### src/logic/bsc_pkg.sv
// package for the branch, skip and call control block
package bsc_pkg;
    // ------------------------------------------------------------
    // register map (byte addresses)
    // ------------------------------------------------------------
    localparam logic [7:0] BSC_OFS_CMD = 8'h00;
    localparam logic [7:0] BSC_OFS_OPS = 8'h04;
    localparam logic [7:0] BSC_OFS_FLAGS = 8'h08;
    localparam logic [7:0] BSC_OFS_Z = 8'h0C;
    localparam logic [7:0] BSC_OFS_PC = 8'h10;
    localparam logic [7:0] BSC_OFS_PAGE = 8'h14;
    localparam logic [7:0] BSC_OFS_STACK = 8'h18;
    localparam logic [7:0] BSC_OFS_RES = 8'h1C;
    localparam logic [7:0] BSC_OFS_STATUS = 8'h20;
    localparam logic [7:0] BSC_OFS_IO = 8'h24;

    // ------------------------------------------------------------
    // flag bit positions in the status flags register
    // ------------------------------------------------------------
    localparam int BSC_FLAG_C = 0;
    localparam int BSC_FLAG_Z = 1;
    localparam int BSC_FLAG_N = 2;
    localparam int BSC_FLAG_V = 3;
    localparam int BSC_FLAG_S = 4;
    localparam int BSC_FLAG_H = 5;
    localparam int BSC_FLAG_T = 6;
    localparam int BSC_FLAG_I = 7;

    // ------------------------------------------------------------
    // reset values and cycle figures
    // ------------------------------------------------------------
    localparam logic [21:0] BSC_PC_RST = 22'h000000;
    localparam logic [7:0] BSC_FLAGS_RST = 8'h00;
    localparam logic [2:0] BSC_CYC_ONE = 3'h1;
    localparam logic [2:0] BSC_CYC_TWO = 3'h2;
    localparam logic [2:0] BSC_CYC_THREE = 3'h3;
    localparam logic [2:0] BSC_CYC_FOUR = 3'h4;
    localparam logic [21:0] BSC_PC_STEP = 22'h000001;
    localparam logic [21:0] BSC_PC_SKIP1 = 22'h000002;
    localparam logic [21:0] BSC_PC_SKIP2 = 22'h000003;

    // ------------------------------------------------------------
    // operation codes written to the command register
    // ------------------------------------------------------------
    typedef enum logic [5:0] {
        BSC_OP_NONE = 6'h00,
        BSC_OP_INDIRECT_CALL = 6'h01,
        BSC_OP_EXT_INDIRECT_CALL = 6'h02,
        BSC_OP_REL_CALL = 6'h03,
        BSC_OP_DIRECT_CALL = 6'h04,
        BSC_OP_SUB_EXIT = 6'h05,
        BSC_OP_IRQ_EXIT = 6'h06,
        BSC_OP_CMP_SKIP_EQ = 6'h07,
        BSC_OP_CMP_REGS = 6'h08,
        BSC_OP_CMP_BORROW = 6'h09,
        BSC_OP_CMP_IMM = 6'h0A,
        BSC_OP_SKIP_REG_CLR = 6'h0B,
        BSC_OP_SKIP_REG_SET = 6'h0C,
        BSC_OP_SKIP_IO_CLR = 6'h0D,
        BSC_OP_SKIP_IO_SET = 6'h0E,
        BSC_OP_BR_FLAG_SET = 6'h0F,
        BSC_OP_BR_FLAG_CLR = 6'h10,
        BSC_OP_BR_SIGNED_GE = 6'h11,
        BSC_OP_BR_SIGNED_LT = 6'h12,
        BSC_OP_COPY_REG = 6'h13,
        BSC_OP_COPY_PAIR = 6'h14
    } bsc_op_t;

    // controller states, gray along idle-busy-done
    typedef enum logic [1:0] {
        BSC_ST_IDLE = 2'b00,
        BSC_ST_BUSY = 2'b01,
        BSC_ST_DONE = 2'b11
    } bsc_state_t;

    // operand word written by software
    typedef struct packed {
        logic [7:0] rd;
        logic [7:0] rr;
        logic [2:0] bit_sel;
        logic next_two_words;
        logic [11:0] k;
    } bsc_ops_t;

    // apb request as seen by the slave
    typedef struct packed {
        logic sel;
        logic enable;
        logic write;
        logic [7:0] addr;
        logic [31:0] wdata;
    } bsc_apb_req_t;
endpackage

### src/logic/bsc_core.sv
// branch, skip and call control with apb register access
//
// The APB slave port and the address map were decided locally.
`timescale 1ns/10ps

// Summary of operation
// RQ1: indirect call loads pc 15:0 from z, clears pc 21:16, keeps flags, takes 2 or 3 cycles.
// RQ2: extended indirect call loads pc 15:0 from z and 21:16 from the page register in 3 cycles.
// RQ3: compare-skip-equal adds 2 or 3 to pc when rd equals rr, 1 to 3 cycles, flags kept.
// RQ4: register-bit skips skip when the chosen bit is clear or set, 1 to 3 cycles, flags kept.
// RQ5: io-bit skips test one io register bit and skip when clear or set, 2 to 4 cycles.
// RQ6: flag branches test flag s set or clear and jump to pc+k+1, 1 cycle untaken, 2 taken.
// RQ7: carry branches jump on carry set (lower) or clear (same or higher) by k+1 in 1 or 2 cycles.
// RQ8: signed ge branches when n xor v is 0, signed lt when it is 1, 1 or 2 cycles.
// RQ9: half-carry branches jump when h is 1 or 0 by k+1 with flags unchanged.
// RQ10: transfer-bit branches jump when t is 1 or 0 by k+1 in 1 or 2 cycles.
// RQ11: overflow, negative and zero flag branches jump on their flag set or clear.
// RQ12: interrupt-state branches jump when the global enable is 1 or 0, 1 or 2 cycles.
// RQ13: relative call goes to pc+k+1, direct call to k, returns pop pc and irq exit sets i.
// RQ14: compares form rd-rr, minus carry or minus immediate, set z c n v s h, write no register.
// RQ15: register and pair copies finish in one cycle and keep every flag.
module bsc_core
    import bsc_pkg::*;
#(
    parameter int PC_W = 22
) (
    input wire logic pclk,
    input wire logic presetn,
    input wire logic psel,
    input wire logic penable,
    input wire logic pwrite,
    input wire logic [7:0] paddr,
    input wire logic [31:0] pwdata,
    output logic [31:0] prdata,
    output logic pready,
    output logic pslverr
);

    // ------------------------------------------------------------
    // registers
    // ------------------------------------------------------------
    bsc_apb_req_t req;
    bsc_state_t state_q;
    bsc_op_t op_q;
    bsc_ops_t ops_q;
    logic [7:0] flags_q;
    logic [15:0] z_q;
    logic [5:0] page_q;
    logic [21:0] pc_q;
    logic [21:0] stack_q;
    logic [15:0] res_q;
    logic [7:0] io_q;
    logic [2:0] cyc_q;
    logic [2:0] cnt_q;
    logic taken_q;
    logic [31:0] rdata_q;

    logic wr_acc;
    logic rd_acc;
    logic addr_ok;
    logic start;
    logic [21:0] pc_d;
    logic [7:0] flags_d;
    logic [2:0] cyc_d;
    logic taken_d;
    logic [15:0] res_d;
    logic [8:0] diff;
    logic [4:0] half;
    logic cin;
    logic [7:0] sub_b;

    assign req = '{sel: psel, enable: penable, write: pwrite, addr: paddr, wdata: pwdata};
    assign wr_acc = req.sel && req.enable && req.write;
    assign rd_acc = req.sel && !req.enable && !req.write;
    assign start = wr_acc && (req.addr == BSC_OFS_CMD) && (state_q == BSC_ST_IDLE);

    // ------------------------------------------------------------
    // helpers
    // ------------------------------------------------------------
    // relative target; k is a 12 bit two's complement word offset
    function automatic logic [21:0] rel_target(input logic [21:0] pc, input logic [11:0] k);
        rel_target = pc + {{10{k[11]}}, k} + BSC_PC_STEP;
    endfunction

    // skip distance and cycle count shared by every skip form
    function automatic logic [21:0] skip_pc(input logic [21:0] pc, input logic two_words);
        skip_pc = pc + (two_words ? BSC_PC_SKIP2 : BSC_PC_SKIP1);
    endfunction

    function automatic logic [2:0] skip_cyc(input logic [2:0] base, input logic hit,
                                            input logic two_words);
        skip_cyc = !hit ? base : (two_words ? base + 3'h2 : base + 3'h1);
    endfunction

    // ------------------------------------------------------------
    // decode of one operation
    // ------------------------------------------------------------
    always_comb begin
        logic cond;
        cond = 1'b0;
        pc_d = pc_q + BSC_PC_STEP;
        flags_d = flags_q;
        cyc_d = BSC_CYC_ONE;
        taken_d = 1'b0;
        res_d = res_q;
        cin = 1'b0;
        sub_b = ops_q.rr;
        case (op_q)
            BSC_OP_CMP_BORROW: cin = flags_q[BSC_FLAG_C];
            BSC_OP_CMP_IMM: sub_b = ops_q.k[7:0];
            default: cin = 1'b0;
        endcase
        diff = {1'b0, ops_q.rd} - {1'b0, sub_b} - {8'h00, cin};
        half = {1'b0, ops_q.rd[3:0]} - {1'b0, sub_b[3:0]} - {4'h0, cin};
        case (op_q)
            BSC_OP_INDIRECT_CALL: begin
                pc_d = {6'h00, z_q}; // RQ1
                cyc_d = (PC_W > 16) ? BSC_CYC_THREE : BSC_CYC_TWO; // RQ1
                taken_d = 1'b1;
            end
            BSC_OP_EXT_INDIRECT_CALL: begin
                pc_d = {page_q, z_q}; // RQ2
                cyc_d = BSC_CYC_THREE; // RQ2
                taken_d = 1'b1;
            end
            BSC_OP_REL_CALL: begin
                pc_d = rel_target(pc_q, ops_q.k); // RQ13
                cyc_d = (PC_W > 16) ? BSC_CYC_THREE : BSC_CYC_TWO;
                taken_d = 1'b1;
            end
            BSC_OP_DIRECT_CALL: begin
                pc_d = {10'h000, ops_q.k}; // RQ13
                cyc_d = (PC_W > 16) ? BSC_CYC_FOUR : BSC_CYC_THREE;
                taken_d = 1'b1;
            end
            BSC_OP_SUB_EXIT, BSC_OP_IRQ_EXIT: begin
                pc_d = stack_q; // RQ13
                cyc_d = BSC_CYC_FOUR + ((PC_W > 16) ? 3'h1 : 3'h0);
                taken_d = 1'b1;
                if (op_q == BSC_OP_IRQ_EXIT) begin
                    flags_d[BSC_FLAG_I] = 1'b1; // RQ13
                end
            end
            BSC_OP_CMP_SKIP_EQ, BSC_OP_SKIP_REG_CLR, BSC_OP_SKIP_REG_SET: begin
                if (op_q == BSC_OP_CMP_SKIP_EQ) begin
                    cond = (ops_q.rd == ops_q.rr); // RQ3
                end else begin
                    cond = ops_q.rr[ops_q.bit_sel] == (op_q == BSC_OP_SKIP_REG_SET); // RQ4
                end
                if (cond) begin
                    pc_d = skip_pc(pc_q, ops_q.next_two_words); // RQ3 RQ4
                end
                cyc_d = skip_cyc(BSC_CYC_ONE, cond, ops_q.next_two_words); // RQ3 RQ4
                taken_d = cond;
            end
            BSC_OP_SKIP_IO_CLR, BSC_OP_SKIP_IO_SET: begin
                cond = io_q[ops_q.bit_sel] == (op_q == BSC_OP_SKIP_IO_SET); // RQ5
                if (cond) begin
                    pc_d = skip_pc(pc_q, ops_q.next_two_words); // RQ5
                end
                cyc_d = skip_cyc(BSC_CYC_TWO, cond, ops_q.next_two_words); // RQ5
                taken_d = cond;
            end
            BSC_OP_BR_FLAG_SET, BSC_OP_BR_FLAG_CLR, BSC_OP_BR_SIGNED_GE,
            BSC_OP_BR_SIGNED_LT: begin
                // named branches (carry, zero, minus, h, t, v, i) are flag s forms
                if (op_q == BSC_OP_BR_SIGNED_GE || op_q == BSC_OP_BR_SIGNED_LT) begin
                    cond = (flags_q[BSC_FLAG_N] ^ flags_q[BSC_FLAG_V])
                        == (op_q == BSC_OP_BR_SIGNED_LT); // RQ8
                end else begin
                    cond = flags_q[ops_q.bit_sel]
                        == (op_q == BSC_OP_BR_FLAG_SET); // RQ6 RQ7 RQ9 RQ10 RQ11 RQ12
                end
                if (cond) begin
                    pc_d = rel_target(pc_q, ops_q.k); // RQ6 RQ7 RQ9 RQ10
                end
                cyc_d = cond ? BSC_CYC_TWO : BSC_CYC_ONE; // RQ6 RQ8 RQ12
                taken_d = cond;
            end
            BSC_OP_CMP_REGS, BSC_OP_CMP_BORROW, BSC_OP_CMP_IMM: begin
                flags_d[BSC_FLAG_C] = diff[8]; // RQ14
                flags_d[BSC_FLAG_H] = half[4];
                flags_d[BSC_FLAG_N] = diff[7];
                flags_d[BSC_FLAG_V] = (ops_q.rd[7] ^ sub_b[7]) & (ops_q.rd[7] ^ diff[7]);
                flags_d[BSC_FLAG_S] = diff[7] ^ flags_d[BSC_FLAG_V];
                // with borrow keeps z clear when the previous compare was unequal
                if (op_q == BSC_OP_CMP_BORROW) begin
                    flags_d[BSC_FLAG_Z] = (diff[7:0] == 8'h00) & flags_q[BSC_FLAG_Z];
                end else begin
                    flags_d[BSC_FLAG_Z] = (diff[7:0] == 8'h00);
                end
            end
            BSC_OP_COPY_REG: res_d = {8'h00, ops_q.rr}; // RQ15
            BSC_OP_COPY_PAIR: res_d = {ops_q.rr, ops_q.rd}; // RQ15
            default: pc_d = pc_q + BSC_PC_STEP;
        endcase
    end

    // ------------------------------------------------------------
    // sequencer: idle, then busy for the operation's cycle count
    // ------------------------------------------------------------
    always_ff @(posedge pclk or negedge presetn) begin
        if (!presetn) begin
            state_q <= BSC_ST_IDLE;
            cnt_q <= 3'h0;
        end else begin
            case (state_q)
                BSC_ST_IDLE: begin
                    if (start) begin
                        state_q <= BSC_ST_BUSY;
                        cnt_q <= 3'h1;
                    end
                end
                BSC_ST_BUSY: begin
                    // cyc_q is only latched at the first busy edge, so use the live count there
                    if (cnt_q >= ((cnt_q == 3'h1) ? cyc_d : cyc_q)) begin
                        state_q <= BSC_ST_DONE;
                    end else begin
                        cnt_q <= cnt_q + 3'h1;
                    end
                end
                BSC_ST_DONE: state_q <= BSC_ST_IDLE;
                default: state_q <= BSC_ST_IDLE;
            endcase
        end
    end

    // latch the result one cycle after start; counting uses it from then on
    always_ff @(posedge pclk or negedge presetn) begin
        if (!presetn) begin
            cyc_q <= BSC_CYC_ONE;
            taken_q <= 1'b0;
        end else if (state_q == BSC_ST_BUSY && cnt_q == 3'h1) begin
            cyc_q <= cyc_d;
            taken_q <= taken_d;
        end
    end

    // ------------------------------------------------------------
    // software state, written over apb; results land at done
    // ------------------------------------------------------------
    always_ff @(posedge pclk or negedge presetn) begin
        if (!presetn) begin
            op_q <= BSC_OP_NONE;
            ops_q <= '0;
            flags_q <= BSC_FLAGS_RST;
            z_q <= 16'h0000;
            page_q <= 6'h00;
            pc_q <= BSC_PC_RST;
            stack_q <= BSC_PC_RST;
            res_q <= 16'h0000;
            io_q <= 8'h00;
        end else if (state_q == BSC_ST_DONE) begin
            pc_q <= pc_d;
            flags_q <= flags_d;
            res_q <= res_d;
        end else if (wr_acc && state_q == BSC_ST_IDLE) begin
            // operands are frozen while an operation runs
            case (req.addr)
                BSC_OFS_CMD: op_q <= bsc_op_t'(req.wdata[5:0]);
                BSC_OFS_OPS: ops_q <= req.wdata[31:0];
                BSC_OFS_FLAGS: flags_q <= req.wdata[7:0];
                BSC_OFS_Z: z_q <= req.wdata[15:0];
                BSC_OFS_PC: pc_q <= req.wdata[21:0];
                BSC_OFS_PAGE: page_q <= req.wdata[5:0];
                BSC_OFS_STACK: stack_q <= req.wdata[21:0];
                BSC_OFS_IO: io_q <= req.wdata[7:0];
                default: io_q <= io_q;
            endcase
        end
    end

    // ------------------------------------------------------------
    // apb read path and answer
    // ------------------------------------------------------------
    always_comb begin
        case (req.addr)
            BSC_OFS_CMD, BSC_OFS_OPS, BSC_OFS_FLAGS, BSC_OFS_Z, BSC_OFS_PC, BSC_OFS_PAGE,
            BSC_OFS_STACK, BSC_OFS_RES, BSC_OFS_STATUS, BSC_OFS_IO: addr_ok = 1'b1;
            default: addr_ok = 1'b0;
        endcase
    end

    // read data captured in setup so the access phase answers at once
    always_ff @(posedge pclk or negedge presetn) begin
        if (!presetn) begin
            rdata_q <= 32'h00000000;
        end else if (rd_acc) begin
            case (req.addr)
                BSC_OFS_CMD: rdata_q <= {26'h0000000, op_q};
                BSC_OFS_OPS: rdata_q <= ops_q;
                BSC_OFS_FLAGS: rdata_q <= {24'h000000, flags_q};
                BSC_OFS_Z: rdata_q <= {16'h0000, z_q};
                BSC_OFS_PC: rdata_q <= {10'h000, pc_q};
                BSC_OFS_PAGE: rdata_q <= {26'h0000000, page_q};
                BSC_OFS_STACK: rdata_q <= {10'h000, stack_q};
                BSC_OFS_RES: rdata_q <= {16'h0000, res_q};
                BSC_OFS_STATUS: rdata_q <= {24'h000000, taken_q, cyc_q, 2'b00, state_q};
                BSC_OFS_IO: rdata_q <= {24'h000000, io_q};
                default: rdata_q <= 32'h00000000;
            endcase
        end
    end

    assign prdata = rdata_q;
    assign pready = 1'b1; // zero wait states
    // unmapped address, or a write while busy, is flagged as an error
    assign pslverr = req.sel && req.enable
        && (!addr_ok || (req.write && state_q != BSC_ST_IDLE));

endmodule

### config.mk
export PLATFORM = sky130hd
export DESIGN_NAME = bsc_core
export DESIGN_NICKNAME = d
export VERILOG_FILES = /design/src/logic/bsc_pkg.sv /design/src/logic/bsc_core.sv
export SDC_FILE = /design/constraint.sdc
export NUM_CORES = 1
export LEC_CHECK = 0
export BUFFER_PORTS_ARGS = -buffer_cell sky130_fd_sc_hd__clkbuf_2
export CORE_UTILIZATION = 45
export CTS_BUF_LIST = sky130_fd_sc_hd__clkbuf_16
export CTS_CLUSTER_SIZE = 14
export DETAILED_ROUTE_END_ITERATION = 6
export SYNTH_ARGS = -nofsm -noshare
export SYNTH_HDL_FRONTEND = slang
export SYNTH_SLANG_ARGS = --single-unit
export TNS_END_PERCENT = 20
### constraint.sdc
create_clock -name pclk -period 3.45 [get_ports pclk]
set_input_delay 0.5175 -clock pclk [delete_from_list [all_inputs] [get_ports pclk]]
set_output_delay 0.5175 -clock pclk [all_outputs]
set_load 0.01 [all_outputs]
==> metrics.md <==
| Metric | Value |
|---|---|
| Outcome | finished, violations left |
| Failing checks | DRC |
| FF-to-FF setup slack | 0.07 ns |
| Finish-stage setup viols | 0 |
| Total chip power | 4750 uW |
| DIE HEIGHT | 162 microns |
| Die ar. | around 26000 sq um |
| Buf/Inv on CP | 1 |
| Most frequent cells after synthesis | dfrtp_1 (176), nand2_1 (109), nor2_1 (103) |
| Arrival @ worst endpoint | between 3 and 4 ns |
| Site Rows | between 50 and 60 |
| Final Net Count | 1450 |
| Root buf cell | clkbuf_16 |
| 1st-pass router iterations | 7 |
| EDFF count, synth | 0 |
| Initial antenna violation count | 0 |
| Reg-to-reg startpoint | ops_q[13]$_DFFE_PN0P_ |
| Fin crit share | 97.9% |
| Hold WC Path Type | in -> async |
| PortBufs | 77 |
| Worst path required time | approximately 3.8 ns |
| MaxCap Viol Count | 0 |
| Clock buffer count from CTS | 17 |
| Post-CTS Hold Fix Bufs | 0 |
| Final number of hold-violating endpoints | 0 |
| Synthesis Warnings | 0 |
| Minimum clock period | 3.38 ns |
| Power per standard cell area | between 300 and 400 nW/um^2 |
| Clk_skew | between 0.015 and 0.02 ns |
| Drt initial violations | between 1000 and 1500 |
| Syn Area/Cell | 9.41 sq um |
| Min Hold Slack | between 0.1 and 0.15 ns |
| F_max | ~300 MHz |
| Synth unique cells | between 70 and 80 |
| Gr usage total | 32.7% |
| Bufs on Longest Clock Path | 2 |
| Slew headroom | a little under a third |
| Crit Path Category | reg -> reg |
| Synth top area cells | dfrtp_1 (38%), mux2_2 (9.5%), ha_1 (4.6%) |
| R2r endpoint | cnt_q[2]$_DFFE_PN0P_ |
| DRC Markers | 2 |
| Grt total ovfl | 0 |
| RSZ-0062 raised after global routing | yes |
| Seq cells post-synth | approximately 180 |
| Final Slew Violations | 0 |
| Post-route cell area | about 14000 sq um |
| Post-Place Worst Slack | -0.153 ns |
| Area after DPL | between 10000 and 15000 sq um |
| Starting Density | between 40 and 50% |
| Clk slew on worst S/H paths | 0.09 ns |
| Aggregate routed wire length | about 42000 microns |
| Static leakage | about 0.0064 uW |
| Core Footprint | ~25000 sq um |
| Gpl congestion | 0.963 |
| Area Growth Syn to Fin | 17.8% |
| Worst path max stage delay | 0.55 ns |
| ANT cells | 0 |
| Most frequent cell after synthesis | dfrtp_1 |
| Critical-path top delay cell | mux4_2 |
| Clock latency on the worst-skew pair | approximately 0.44 ns |
| Die W | between 150 and 200 microns |
| Layout cells sized above 1 | 25.9% |
| First-pass GRT wire length | ~64000 microns |
| Least-Margin Pin Slew | 1.04 ns |
| Post-DP HPWL | between 30000 and 40000 microns |
| Synth top area share | between 30% and 40% |
| Largest net degree at the start of global routing | 80 |
| Yosys top cell by area | dfrtp_1 |
| Crit-path max FO | 4 |
| Post-synth top flop | dfrtp_1 |
| DR vias/cell | between 6 and 7 |
| Vias in the first global route | approximately 10000 |
| H-tree depth | 4 |
| CTS tree | built |
| Synthesized area | 11600 sq um |
| FFs w/ async S/R, synth | 100% |
| Syn nets | ~1300 |
| FF-to-FF path depth | 15 |
| Final setup margin | 0.0735 ns |
| Clock net sink count | 177 |
| Routed Antenna Nets | 0 |
| Drt wl/cell | roughly 25 microns |
| CP Cell Sequence | mux4_2, mux2i_4, mux2i_1, a211o_1, a21oi_2, nor4b_4, buf_4, o21ai_2, ha_1, nand2b_4, a21o_1, a211oi_2, nand2_1, xor2_1, a21oi_1 |
| Layout Cells excl Fill | around 1700 |
| DP Cell Count | 1669 |
| Setup crit end kind | flop |
| Family with the most delay on the worst path | compound AO/OA/AOI/OAI gates |
| Via count | 10900 |
| Top Ports | between 70 and 80 |
| VDD IR max | between 0.0003 and 0.0004 V |
| Crit start category | flop |
| Sequential share of the synthesized area | about two fifths |
| Cells after Synth | between 1000 and 1500 |
[timing repair]
item                       CTS  global route
setup buffers                0             1
resized for setup            6            24
pin swaps                    0            12
setup endpoints to repair    7             8
[power by group]
part / internal, uW / switching, uW / leakage, uW
combinational: 196 / 318 / 0.00375
sequential: 2110 / 55.4 / 0.00236
clock: 1000 / 1060 / 0.000300
[per-layer routing]
layer / routed length (microns) / share of wire, % / global-route usage, % / vias up
met5: 0 / 0 / 0 / -
met3: 4130 / 9.7 / 6.65 / 81
met1: 18700 / 44 / 47.4 / 5339
li1: - / - / - / 4856
met4: 1170 / 2.8 / 9.82 / 0
met2: 18400 / 43 / 48.9 / 591
[cells by family after synthesis]
family,synth area share (%)
multiplexers,13.6
other,0.0324
XOR/XNOR,2.84
flip-flops,38.2
AO/OA/AOI/OAI,21.8
adder cells (fa/ha/maj),5.16
AND/OR/NAND/NOR,14.1
buffers and inverters,4.25
[stage by stage]
| stage | utilization (%) | setup TNS [ns] |
|---|---|---|
| 6_report | 54.1 | 0 |
| 5_1_grt | 54.1 | -0.429 |
| 4_1_cts | 53.7 | 0 |
| 3_5_place_dp | 51.2 | -0.574 |
| 3_3_place_gp | 51.2 | -0.207 |
| 2_1_floorplan | - | -0.00620 |
[registers in the layout (all words and copies together), names as in the netlist]
| register | cells |
|---|---|
| ops_q | 32 |
| prdata | 32 |
| pc_q | 22 |
| stack_q | 22 |
| res_q | 16 |
| z_q | 16 |
| flags_q | 8 |
| io_q | 8 |
| op_q | 6 |
| page_q | 6 |
| cnt_q | 3 |
| cyc_q | 3 |
| state_q | 2 |
| taken_q | 1 |
[layout by cell type, fill, tap and decap left out, types with 21 or more instances in the layout]
cell type	n
dfrtp_1	175
nand2_1	108
buf_4	101
mux2_2	98
nor2_1	98
clkbuf_2	76
a21oi_1	67
o21ai_0	62
inv_1	51
ha_1	43
nand3_1	30
mux2i_1	29
a22oi_1	27
a21o_1	22
a221oi_1	21
[worst max-delay path by stage]
stage / start / depth (start not counted) / end
floorplan: op_q[4]$_DFFE_PN0P_ / 18 / flags_q[2]$_DFFE_PN0P_
global placement: ops_q[13]$_DFFE_PN0P_ / 16 / cnt_q[2]$_DFFE_PN0P_
detailed placement: ops_q[13]$_DFFE_PN0P_ / 16 / cnt_q[2]$_DFFE_PN0P_
CTS: ops_q[13]$_DFFE_PN0P_ / 16 / cnt_q[2]$_DFFE_PN0P_
global route: ops_q[13]$_DFFE_PN0P_ / 15 / cnt_q[2]$_DFFE_PN0P_
finish: ops_q[13]$_DFFE_PN0P_ / 15 / cnt_q[2]$_DFFE_PN0P_
[final cells by class]
type | count | area, sq um
well taps | 330 | 413
clock inverters | 15 | 199
multi-input cells | 929 | 6780
inverters | 52 | 195
clock buffers | 17 | 425
repair buffers | 182 | 1210
fillers | 2327 | 11600
flip-flops and latches | 177 | 4430
No activity file was read; power rests on OpenSTA's default activity.
